### config.mk
export PLATFORM = sky130hd
export DESIGN_NAME = acpc_top
export DESIGN_NICKNAME = d
export VERILOG_FILES = /design/src/logic/acpc_pkg.sv /design/src/logic/acpc_top.sv
export VERILOG_INCLUDE_DIRS = /design/src /design/src/logic
export SDC_FILE = /design/constraint.sdc
export NUM_CORES = 1
export LEC_CHECK = 0
export BUFFER_PORTS_ARGS = -buffer_cell sky130_fd_sc_hd__buf_2
export CAP_MARGIN = 20
export CORE_MARGIN = 2
export CORE_UTILIZATION = 52
export CTS_CLUSTER_SIZE = 12
export DETAILED_ROUTE_END_ITERATION = 6
export PLACE_DENSITY = 0.91
export SYNTH_ARGS = -nofsm -noshare
export SYNTH_HDL_FRONTEND = slang
export SYNTH_SLANG_ARGS = --single-unit
### constraint.sdc
create_clock -name I_CLK -period 1.9 [get_ports I_CLK]
set_input_delay 0.38 -clock I_CLK [delete_from_list [all_inputs] [get_ports I_CLK]]
set_output_delay 0.38 -clock I_CLK [all_outputs]
set_load 0.02 [all_outputs]
### src/logic/acpc_defs.svh
`ifndef ACPC_DEFS_SVH
`define ACPC_DEFS_SVH

// register word offsets (byte addresses)
`define ACPC_OFS_CTL2    4'h0
`define ACPC_OFS_CTL3    4'h4
`define ACPC_OFS_SEQ4    4'h8
`define ACPC_OFS_SEQ5    4'hC
`define ACPC_OFS_TEST    4'h0
`define ACPC_OFS_STAT    4'h4
`define ACPC_OFS_PORT    4'h8
`define ACPC_OFS_RES     4'hC

// page select in address bit 4
`define ACPC_PAGE_BIT    4

// second control register fields
`define ACPC_CTL2_PU     7
`define ACPC_CTL2_SWAI   2
`define ACPC_CTL2_SCIE   1
// third control register fields
`define ACPC_CTL3_FRZ_HI 1
`define ACPC_CTL3_FRZ_LO 0
// test register soft reset bit
`define ACPC_TEST_RST    0
// second control register bits kept by a soft reset
`define ACPC_CTL2_KEEP   8'h80

// freeze response codes
`define ACPC_FRZ_IGN     2'h0
`define ACPC_FRZ_IGN2    2'h1
`define ACPC_FRZ_SOFT    2'h2
`define ACPC_FRZ_HARD    2'h3

// reset values
`define ACPC_ZERO8       8'h00
`define ACPC_ZERO32      32'h0000_0000
`define ACPC_ZERO4       4'h0
`define ACPC_ZERO3       3'h0

// sequence timing, in module clocks
`define ACPC_SAMPLE_CYC  4'h8
`define ACPC_CONV_CYC    4'hC
`define ACPC_ONE4        4'h1
`define ACPC_ONE3        3'h1
`define ACPC_LAST_CH     3'h7

`endif

### src/logic/acpc_pkg.sv
package acpc_pkg;
  // sequencer states
  typedef enum logic [1:0] {
    ACPC_IDLE,
    ACPC_SAMPLE,
    ACPC_CONVERT
  } acpc_state_t;
endpackage

### src/logic/acpc_top.sv
`timescale 1ns/1ps
`include "acpc_defs.svh"

///////////////////////////////////////////////////////////////////////////////
// Summary of operation
// - stop powers converter down like cleared enable
// - wait with stop-in-wait set powers down
// - stop-in-wait clear ignores wait
// - registers unreachable during wait power-down
// - two-bit freeze field selects freeze response
// - deferred freeze halts before next sample
// - immediate freeze halts at once
// - frozen state kept, resumes on release
// - registers accessible while frozen
// - system reset or soft-reset bit resets
// - soft reset keeps power-up enable
// - reset aborts sequence, clears flags, interrupt
// - reset restores control, test, status
// - leaving wait resumes without reset
// - freeze never resets converter
// - power-up enable initialises no register
// - sequence register write restarts sequence
// - analog pins readable as digital port
// - port read leaves conversion undisturbed
// - power-up enable resets to zero
// - stop or cleared enable aborts running sequence
module acpc_top (
  // clock and reset
  input  wire logic        I_CLK,
  input  wire logic        I_RST,
  // wishbone slave
  input  wire logic        I_WB_CYC,
  input  wire logic        I_WB_STB,
  input  wire logic        I_WB_WE,
  input  wire logic [4:0]  I_WB_ADR,
  input  wire logic [3:0]  I_WB_SEL,
  input  wire logic [31:0] I_WB_DAT,
  output logic      [31:0] O_WB_DAT,
  output logic             O_WB_ACK,
  // processor low-power and debug
  input  wire logic        I_STOP,
  input  wire logic        I_WAIT,
  input  wire logic        I_DBG_FREEZE,
  // analog pins as digital inputs
  input  wire logic [7:0]  I_ANALOG_PINS,
  // converter status
  output logic             O_POWERED,
  output logic             O_BUSY,
  output logic             O_FROZEN,
  output logic             O_SEQ_DONE_IRQ
);

  /////////////////////////////////////////////////////////////////////////////
  // state of the module
  typedef struct packed {
    logic [7:0]              ctl2;     // power, wait, irq enable
    logic [7:0]              ctl3;     // freeze field
    logic [7:0]              seq4;     // sequence setup
    logic [7:0]              seq5;     // sequence start
    logic                    soft_rst; // test register soft reset
    logic [7:0]              ccf;      // conversion complete flags
    logic                    scf;      // sequence complete flag
    acpc_pkg::acpc_state_t   state;    // sequencer state
    logic [3:0]              tcnt;     // timing position
    logic [2:0]              chan;     // current channel
    logic                    frozen;   // halted by debug
    logic [31:0]             rdat;     // bus read data
    logic                    ack;      // bus acknowledge
    logic                    powered;  // registered power state
    logic                    irq;      // registered interrupt
    logic                    busy;     // registered sequencer activity
  } acpc_regs_t;

  acpc_regs_t st_reg;  // registered state
  acpc_regs_t st_next; // next state

  /////////////////////////////////////////////////////////////////////////////
  // helpers
  // decode a freeze field into stop-now / stop-at-boundary
  function automatic logic frz_hard(input logic [1:0] f);
    frz_hard = (f == `ACPC_FRZ_HARD);
  endfunction

  function automatic logic frz_soft(input logic [1:0] f);
    frz_soft = (f == `ACPC_FRZ_SOFT);
  endfunction

  /////////////////////////////////////////////////////////////////////////////
  // combinational decode
  logic       wb_req;     // valid new bus request
  logic       wb_wr;      // write strobe
  logic       wb_rd;      // read strobe
  logic       page_hi;    // upper register page
  logic       power_on;   // analog and clocks enabled
  logic       wait_off;   // powered down by wait
  logic [1:0] frz_field;  // freeze response
  logic       halt_now;   // freeze stops this cycle
  logic [7:0] ctl2_w;     // ctl2 write data
  logic       pwr_cut;    // enable clear or stop: abort
  logic       seq_wr;     // write to a sequence register
  logic       port_rd;    // digital port read

  assign frz_field = st_reg.ctl3[`ACPC_CTL3_FRZ_HI:`ACPC_CTL3_FRZ_LO];
  assign wait_off  = I_WAIT & st_reg.ctl2[`ACPC_CTL2_SWAI];
  assign power_on  = st_reg.ctl2[`ACPC_CTL2_PU] & ~I_STOP & ~wait_off;
  // enable clear and stop abort the sequence
  // wait only pauses it, so it is left out here
  assign pwr_cut   = ~st_reg.ctl2[`ACPC_CTL2_PU] | I_STOP;
  assign wb_req    = I_WB_CYC & I_WB_STB & ~st_reg.ack & ~wait_off;
  assign wb_wr     = wb_req & I_WB_WE & I_WB_SEL[0];
  assign wb_rd     = wb_req & ~I_WB_WE;
  assign page_hi   = I_WB_ADR[`ACPC_PAGE_BIT];
  assign ctl2_w    = I_WB_DAT[7:0];
  assign seq_wr    = wb_wr && !page_hi &&
                     (I_WB_ADR[3:0] == `ACPC_OFS_SEQ4 ||
                      I_WB_ADR[3:0] == `ACPC_OFS_SEQ5);
  // port reads are watched by a check below
  assign port_rd   = wb_rd && page_hi &&
                     I_WB_ADR[3:0] == `ACPC_OFS_PORT;
  // hard freeze halts at once; deferred only before a sample starts
  assign halt_now  = I_DBG_FREEZE & (frz_hard(frz_field) |
                     (frz_soft(frz_field) &&
                      st_reg.state != acpc_pkg::ACPC_CONVERT &&
                      st_reg.tcnt == `ACPC_ZERO4));

  /////////////////////////////////////////////////////////////////////////////
  // next-state logic
  always_comb begin
    st_next     = st_reg;
    st_next.ack = 1'b0;
    // bus acknowledge one cycle after request
    if (wb_req) begin
      st_next.ack = 1'b1;
    end
    // bus works while frozen
    // read data is zero unless a read is taken
    st_next.rdat = `ACPC_ZERO32;
    if (wb_rd) begin
      if (!page_hi) begin
        unique case (I_WB_ADR[3:0])
          `ACPC_OFS_CTL2: st_next.rdat[7:0] = st_reg.ctl2;
          `ACPC_OFS_CTL3: st_next.rdat[7:0] = st_reg.ctl3;
          `ACPC_OFS_SEQ4: st_next.rdat[7:0] = st_reg.seq4;
          `ACPC_OFS_SEQ5: st_next.rdat[7:0] = st_reg.seq5;
          default:        st_next.rdat      = `ACPC_ZERO32;
        endcase
      end else begin
        unique case (I_WB_ADR[3:0])
          `ACPC_OFS_TEST: st_next.rdat[0]   = st_reg.soft_rst;
          `ACPC_OFS_STAT: st_next.rdat[8:0] = {st_reg.scf, st_reg.ccf};
          `ACPC_OFS_PORT: st_next.rdat[7:0] = I_ANALOG_PINS;
          `ACPC_OFS_RES:  st_next.rdat[7:0] = {`ACPC_ZERO4, st_reg.tcnt};
          default:        st_next.rdat      = `ACPC_ZERO32;
        endcase
      end
    end
    // register writes
    if (wb_wr && !page_hi) begin
      unique case (I_WB_ADR[3:0])
        `ACPC_OFS_CTL2: st_next.ctl2 = ctl2_w;
        `ACPC_OFS_CTL3: st_next.ctl3 = I_WB_DAT[7:0];
        `ACPC_OFS_SEQ4: st_next.seq4 = I_WB_DAT[7:0];
        `ACPC_OFS_SEQ5: st_next.seq5 = I_WB_DAT[7:0];
        default:        st_next.ctl3 = st_reg.ctl3;
      endcase
    end
    if (wb_wr && page_hi && I_WB_ADR[3:0] == `ACPC_OFS_TEST) begin
      st_next.soft_rst = I_WB_DAT[`ACPC_TEST_RST];
    end
    // sequencer
    // frozen keeps timing position
    st_next.frozen = halt_now;
    if (pwr_cut) begin
      st_next.state = acpc_pkg::ACPC_IDLE;
      st_next.tcnt  = `ACPC_ZERO4;
    end else if (wait_off) begin
      // wait power-down holds the position
      // so the sequence carries on when wait ends
      st_next.state = st_reg.state;
    end else if (!halt_now) begin
      unique case (st_reg.state)
        acpc_pkg::ACPC_IDLE: begin
          // idle: timing held at zero
          st_next.tcnt = `ACPC_ZERO4;
        end
        acpc_pkg::ACPC_SAMPLE: begin
          if (st_reg.tcnt == `ACPC_SAMPLE_CYC - `ACPC_ONE4) begin
            st_next.state = acpc_pkg::ACPC_CONVERT;
            st_next.tcnt  = `ACPC_ZERO4;
          end else begin
            st_next.tcnt = st_reg.tcnt + `ACPC_ONE4;
          end
        end
        acpc_pkg::ACPC_CONVERT: begin
          if (st_reg.tcnt == `ACPC_CONV_CYC - `ACPC_ONE4) begin
            st_next.tcnt = `ACPC_ZERO4;
            st_next.ccf[st_reg.chan] = 1'b1;
            st_next.chan = st_reg.chan + `ACPC_ONE3;
            if (st_reg.chan == `ACPC_LAST_CH) begin
              st_next.scf   = 1'b1;
              st_next.state = acpc_pkg::ACPC_IDLE;
            end else begin
              st_next.state = acpc_pkg::ACPC_SAMPLE;
            end
          end else begin
            st_next.tcnt = st_reg.tcnt + `ACPC_ONE4;
          end
        end
        // the spare state code falls back to idle
        default: st_next.state = acpc_pkg::ACPC_IDLE;
      endcase
    end
    // new conversion only by software write
    if (seq_wr) begin
      st_next.ccf   = `ACPC_ZERO8;
      st_next.scf   = 1'b0;
      st_next.chan  = `ACPC_ZERO3;
      st_next.tcnt  = `ACPC_ZERO4;
      st_next.state = power_on ? acpc_pkg::ACPC_SAMPLE
                               : acpc_pkg::ACPC_IDLE;
    end
    if (st_reg.soft_rst) begin
      st_next.ctl2     = st_reg.ctl2 & `ACPC_CTL2_KEEP;
      st_next.ctl3     = `ACPC_ZERO8;
      st_next.seq4     = `ACPC_ZERO8;
      st_next.seq5     = `ACPC_ZERO8;
      st_next.soft_rst = 1'b0;
      st_next.ccf      = `ACPC_ZERO8;
      st_next.scf      = 1'b0;
      st_next.state    = acpc_pkg::ACPC_IDLE;
      st_next.tcnt     = `ACPC_ZERO4;
      st_next.chan     = `ACPC_ZERO3;
    end
    st_next.powered = power_on;
    st_next.irq     = st_next.scf & st_next.ctl2[`ACPC_CTL2_SCIE];
    // busy flag registered with the state it mirrors
    st_next.busy    = (st_next.state != acpc_pkg::ACPC_IDLE);
  end

  /////////////////////////////////////////////////////////////////////////////
  // state register
  always_ff @(posedge I_CLK) begin
    if (I_RST) begin
      st_reg.ctl2     <= `ACPC_ZERO8;
      st_reg.ctl3     <= `ACPC_ZERO8;
      st_reg.seq4     <= `ACPC_ZERO8;
      st_reg.seq5     <= `ACPC_ZERO8;
      st_reg.soft_rst <= 1'b0;
      st_reg.ccf      <= `ACPC_ZERO8;
      st_reg.scf      <= 1'b0;
      st_reg.state    <= acpc_pkg::ACPC_IDLE;
      st_reg.tcnt     <= `ACPC_ZERO4;
      st_reg.chan     <= `ACPC_ZERO3;
      st_reg.frozen   <= 1'b0;
      st_reg.rdat     <= `ACPC_ZERO32;
      st_reg.ack      <= 1'b0;
      st_reg.powered  <= 1'b0;
      st_reg.irq      <= 1'b0;
      st_reg.busy     <= 1'b0;
    end else begin
      st_reg <= st_next;
    end
  end

  // outputs straight from flops
  assign O_WB_DAT       = st_reg.rdat;
  assign O_WB_ACK       = st_reg.ack;
  assign O_POWERED      = st_reg.powered;
  assign O_BUSY         = st_reg.busy;
  assign O_FROZEN       = st_reg.frozen;
  assign O_SEQ_DONE_IRQ = st_reg.irq;
endmodule

**Word-level counts from Yosys, hierarchy flattened**

Cells that the tools add are included.

- Add/subtract/negate cells: 2
- $lt $le $gt $ge: 2
- Equal/unequal tests: 11
- Muxes and demuxes: 34
- Bitwise operators: 26
- Reductions and logical operators: 27

Operator list:

| cell | number |
|---|---|
| $mux W45 | 1 |
| $mux W18 | 2 |
| $mux W8 | 4 |
| $pmux W8 S4 | 1 |
| $mux W9 | 3 |
| $mux W26 | 1 |
| $pmux W7 S3 | 1 |
| $eq A4 B4 Y1 const B | 3 |
| $not A1 Y1 | 12 |
| $pmux W4 S3 | 1 |
| $and A1 B1 Y1 | 11 |
| $mux W11 | 1 |
| $mux W3 | 3 |
| $eq A4 B3 Y1 const B | 2 |
| $logic_not A4 Y1 | 2 |
| $mux W4 | 2 |
| $or A8 B8 Y8 | 1 |
| $reduce_and A2 Y1 | 4 |
| $reduce_or A4 Y1 | 2 |
| $logic_and A1 B1 Y1 | 7 |
| $mux W7 | 1 |
| $eq A2 B2 Y1 const B | 3 |
| $mux W1 | 6 |
| $mux W2 | 3 |
| 21 further kinds | 25 |

- Flip-flop bits (word level): 88
- Input bits: 57
- Output and inout bits: 37
- Word-level logic and storage cells: 121

**Longest topological paths before layout**

- Depth after elaboration: 13
- Depth in mapped cells: 7
- Mapped depth without buffers: 6

**Least setup slack after synthesis**

No wires, ideal clock.

- Path kind: register to register
- Start: register st_reg[44] (netlist name)
- End: register st_reg[47] (netlist name)
- Setup time: 117 ps
- Data arrival time: 1613 ps
- Required time: 1783 ps
- Slack: 171 ps
- Stages on the path, launching flop included: 8
- Path buffers: 1
- Clock period less this slack: 1729 ps
- Cell sequence: dfxtp_1 > inv_1 > ha_1 > nor4b_2 > o31a_1 > buf_2 > nor3_1 > a22o_1

- Cells in the longest elaborated chain, start to end: 7
- Elaborated cells on any way between the ends: 8
- Classes of those cells: eq/ne: 2; bitwise: 3; reduce/logical: 3

Ends and longest elaborated chain:

| what | line | text |
|---|---|---|
| start, declared | acpc_top.sv:74 | `acpc_regs_t st_reg;` |
| start signal, assigned | acpc_top.sv:261 | `st_reg <= st_next;` |
| $ne A2 B2 Y1 | acpc_top.sv:123 | `st_reg.state != acpc_pkg::ACPC_CONVERT &&` |
| $logic_and A1 B1 Y1 | acpc_top.sv:122 | `(frz_soft(frz_field) &&` |
| $logic_and A1 B1 Y1 (no source line) | n/a |  |
| $or A1 B1 Y1 | acpc_top.sv:121 | `assign halt_now = I_DBG_FREEZE & (frz_hard(frz_field) \|` |
| $and A1 B1 Y1 | acpc_top.sv:121 |  |
| $not A1 Y1 (no source line) | n/a |  |
| $reduce_and A5 Y1 (no source line) (*) | n/a |  |

Every way passes the cells marked *; elsewhere a longest branch is shown, timed or not.
A chain may end at the register's enable or synchronous reset.

**Worst setup path in the final report**

- Start: register st_reg[41] (netlist name)
- End: register st_reg[48] (netlist name)

- Cells in the longest elaborated chain, start to end: 6
- Elaborated cells on any way between the ends: 7
- Classes of those cells: eq/ne: 1; bitwise: 3; reduce/logical: 3

Ends and longest elaborated chain:

| what | line |
|---|---|
| $logic_not A4 Y1 (no source line) | n/a |
| $logic_and A1 B1 Y1 (no source line) | n/a |
| $or A1 B1 Y1 | acpc_top.sv:121 |
| $and A1 B1 Y1 | acpc_top.sv:121 |
| $not A1 Y1 (no source line) | n/a |
| $reduce_and A5 Y1 (no source line) (*) | n/a |

Marks and branches as above.

==> out/metrics.sh <==
RESULT_OF_THE_RUN='completed'
POWER_mW=2.75
CLKSINKCOUNT=65
CLOCK_SKEW_NS=0.0142
MIN_PERIOD_OVER_PERIOD=0.988
SETUP.WORST_PATH.END_CLASS='flop'
GLOBAL_ROUTE.OVERFLOW_TOTAL=0
POST_SYNTH_INSTANCE_AREA_MM2=0.00338
YOSYS.AREA.TOP_TYPE_SHARE=0.385
MAIN_COMBINATIONAL_CELL_FAMILY_BY_AREA_AFTER_SYNTHESIS='simple AND/OR/NAND/NOR gates'
CLOCK_LATENCY_REPORTED_FOR_THE_LATE_SIDE_OF_THE_WORST_SKEW_PAIR_NS=0.35
ANT_NETS=0
YOSYS.CELL_COUNT.TOP_TYPE='sky130_fd_sc_hd__dfxtp_1'
POST_SYNTHESIS_COMPOUND_GATE_AREA_FRACTION=0.148
WORSTPATHREQUIRED_NS=2.16
SYNTH_SEQUENTIAL_AREA_RATIO=0.385
DETAILEDPLACEMENTHPWL_MM=6.11
CRITICAL_PATH.STARTPOINT_TYPE='flop'
NETLIST.TOP_CELL.BY_AREA='sky130_fd_sc_hd__dfxtp_1'
SYNTHSIMPLEGATEAREAFRAC=0.211
FINAL_NET_COUNT=488
COMMONEST_CELLS_IN_THE_NETLIST='sky130_fd_sc_hd__dfxtp_1 (65), sky130_fd_sc_hd__nor2_1 (37), sky130_fd_sc_hd__buf_4 (32), sky130_fd_sc_hd__mux2i_1 (23), sky130_fd_sc_hd__nand2_1 (22)'
GLOBALROUTETOTALUTIL=0.236
REPORT.FINAL.SLEW_VIOL_COUNT=0
TOTALWIRELENGTH_MM=8.49
DRV.MAX_CAP_VIOLATION_COUNT=0
DIE_WIDTH_UM=84.6
WORST-SLEW-PIN-TRANSITION_NS=0.538
CTS_MAX_LEVEL=3
FINAL_AREA_MM2=0.00388
DRC=0
IR_DROP_mV=0.589
DESIGN.DIE.AREA_MM2=0.00716
ROUTABILITY_CONGESTION_ESTIMATE_FROM_GLOBAL_PLACEMENT=0.877
MIN_TO='st_reg[86]$_SDFFE_PP0P_'
POST_SYNTH_MUX_AREA_SHARE=0.121
LAYOUT-AREA-OVERHEAD-VS-SYNTH_PCT=15.0
SYNTH-EDFF-COUNT=0
MIN_PERIOD_NS=1.88
PWR_DENSITY_CELL_mW_PER_MM2=709
GRT_FIRST_PASS_WIRELENGTH_MM=13.2
POSTSYNTHREGISTERBITS=65
SYN_AREA_PER_CELL_UM2=9.11
FINALCOREUTILIZATION=0.615
AVGVIACOUNTPERCELL=5.88
STDCELL_COUNT=505
CTS.PATH.MAX_BUFFERS=2
TOTAL_LEAKAGE_POWER_nW=1.62
PRE_CTS_WS_NS=-0.0336
IO-PIN-COUNT=94
FINAL_CRITICAL_PATH_SETUP_SLACK_NS=0.0222
PLACED_AREA_MM2=0.00366
CORE.ROWCOUNT=29
POST_DRT_WL_PER_CELL_UM=16.8
BUFFER_PORTS.INSERTED=43
CORE_AREA_MM2=0.00631
YOSYS_WARNS=0
WORSTHOLDSTART='I_WB_DAT[6]'
REG2REG_FROM='st_reg[41]$_SDFFE_PP0P_'
TRITONCTS.NUM_BUFFERS=9
REPORT.FINAL.HOLD_VIOL_COUNT=0
NUMBER_OF_GLOBAL_ROUTE_VIAS_BEFORE_REPAIR=2822
DPL_CELLS=487
SYNTHARSTFLOPSHARE=0
YOSYS.CELL_TYPES.COUNT=53
STARTING_DENSITY_OF_THE_CORE=0.535
MAXCLOCKFREQUENCY_MHz=533
CRITICAL_PATH_CLASS='flop to flop'
TIMING.SLEW.HEADROOM=0.639
REGTOREGSETUPSLACK_NS=0.02
ANTENNA_VIOLATIONS_BEFORE_REPAIR=0
YS_DOMINANT_REG_CELL='sky130_fd_sc_hd__dfxtp_1'
FIRST_ITER_VIOLATIONS=202
SYNTH_ADDER_AREA_SHARE=0.0296
HP-CLASS='primary input to flop'
CHIPHEIGHT_UM=84.6
TIMING.FINAL.SETUP_VIOLATIONS=0
CRITPATHMAXFANOUT=8
NUM_ANTENNA_CELLS=0
LARGEST_REGISTER_FF_COUNT=49
CLOCK_TREE_FROM_TRITONCTS='done'
SYN-INSTANCE-COUNT=371
SYNTH_XOR_XNOR_AREA_SHARE=0
DRT_FIRST_PASS_ITERS=7
SYNTH.AREA.TOP_CELLS='sky130_fd_sc_hd__dfxtp_1 (39%), sky130_fd_sc_hd__buf_4 (7.1%), sky130_fd_sc_hd__mux2i_1 (6.8%), sky130_fd_sc_hd__nor2_1 (4.1%), sky130_fd_sc_hd__mux4_2 (4.0%)'
TIMING.REG2REG.WORST_PATH_DEPTH=6
WORST_EP_ARRIVAL_TIME_NS=2.14
NUMBER_OF_BUFFERS_ADDED_TO_FIX_HOLD_VIOLATIONS_AFTER_CTS=0
PATH_CLK_SLEW_NS=0.08
LAYOUT-DRIVE-GT1-SHARE=0.266
GRT_START_MAX_NET_PINS=32
ROUTED-VIA-COUNT=2970
CLOCK-ROOT-BUFFER='sky130_fd_sc_hd__clkbuf_8'
CRITICAL_PATH.REG2REG.ENDPOINT='st_reg[48]$_SDFFE_PP0P_'
HOLDPATHSTAGES=3
[power by group]
part / total [mW] / internal (mW) / switching [mW]
Sequential: 1.36 / 1.36 / 0.00111
Combinational: 0.220 / 0.0726 / 0.148
Clock: 1.17 / 0.605 / 0.564
Total: 2.75 / 2.04 / 0.713
[how the worst max path moves through the flow]
stage | start | end | depth (start not counted) | slack, ns
detailed placement | I_WB_STB | st_reg[48]$_SDFFE_PP0P_ | 5 | -0.03
finish | st_reg[41]$_SDFFE_PP0P_ | st_reg[48]$_SDFFE_PP0P_ | 6 | 0.02
CTS | st_reg[41]$_SDFFE_PP0P_ | st_reg[49]$_SDFFE_PP0P_ | 6 | 0.02
global route | st_reg[41]$_SDFFE_PP0P_ | st_reg[48]$_SDFFE_PP0P_ | 6 | -0.04
floorplan | st_reg[44]$_SDFF_PP0_ | st_reg[47]$_SDFFE_PP0P_ | 7 | 0.17
global placement | I_RST | st_reg[52]$_SDFFE_PP0P_ | 5 | 0.02
[per-layer routing]
| layer | share of wire | wire (um) | track usage | vias to the layer above |
|---|---|---|---|---|
| met5 | 0 | 0 | 0 | - |
| li1 | - | - | - | 1385 |
| met2 | 0.49 | 4170 | 0.394 | 163 |
| met1 | 0.40 | 3370 | 0.282 | 1390 |
| met4 | 0.034 | 290 | 0.115 | 0 |
| met3 | 0.078 | 664 | 0.0610 | 32 |
[metrics by stage]
step / setup TNS [ns] / hold WS [ns]
after floorplan: 0 / 0.425
after global placement: 0 / 0.437
after detailed placement: -0.0604 / 0.444
after CTS: 0 / 0.300
after global routing: -0.0472 / 0.325
final: 0 / 0.304
[layout make-up]
type                       count  area (um2)
clock buffer                   9         124
clock inverter                 7        70.1
fill                         515        2430
inverter                       7        26.3
multi-input combinational    269        1830
sequential                    65        1300
tap                           77        96.3
timing repair buffer          71         438
[what timing repair did]
action,CTS,global route
setup buffers,0,2
gates resized for setup,1,5
setup endpoints to repair,2,12
pin swaps,0,1
[cell families after synthesis]
kind of cell    after synthesis
compound gates               76
simple gates                129
fa+ha+maj                     8
buf+inv                      59
mux                          33
other cells                   1
flops                        65
[critical path, stage by stage, from the launching register on]
cell                      delay, ns
sky130_fd_sc_hd__dfxtp_2       0.36
sky130_fd_sc_hd__inv_1         0.05
sky130_fd_sc_hd__ha_1          0.18
sky130_fd_sc_hd__nor4b_2       0.18
sky130_fd_sc_hd__o31a_2        0.40
sky130_fd_sc_hd__or3_1         0.41
sky130_fd_sc_hd__o21ai_0       0.20
[layout by cell type, fill, tap and decap left out, drive strengths merged, types with 7 or more instances in the layout]
cell type,Yosys,final
buf,42,71
dfxtp,65,65
nor2,38,38
mux2i,23,23
conb,1,23
nand2,22,22
nand3,21,21
o21ai,20,20
a21oi,19,19
clkbuf,10,9
inv,7,8
a211oi,8,8
ha,8,8
nor3,7,7
No activity file was read; power rests on OpenSTA's default activity.
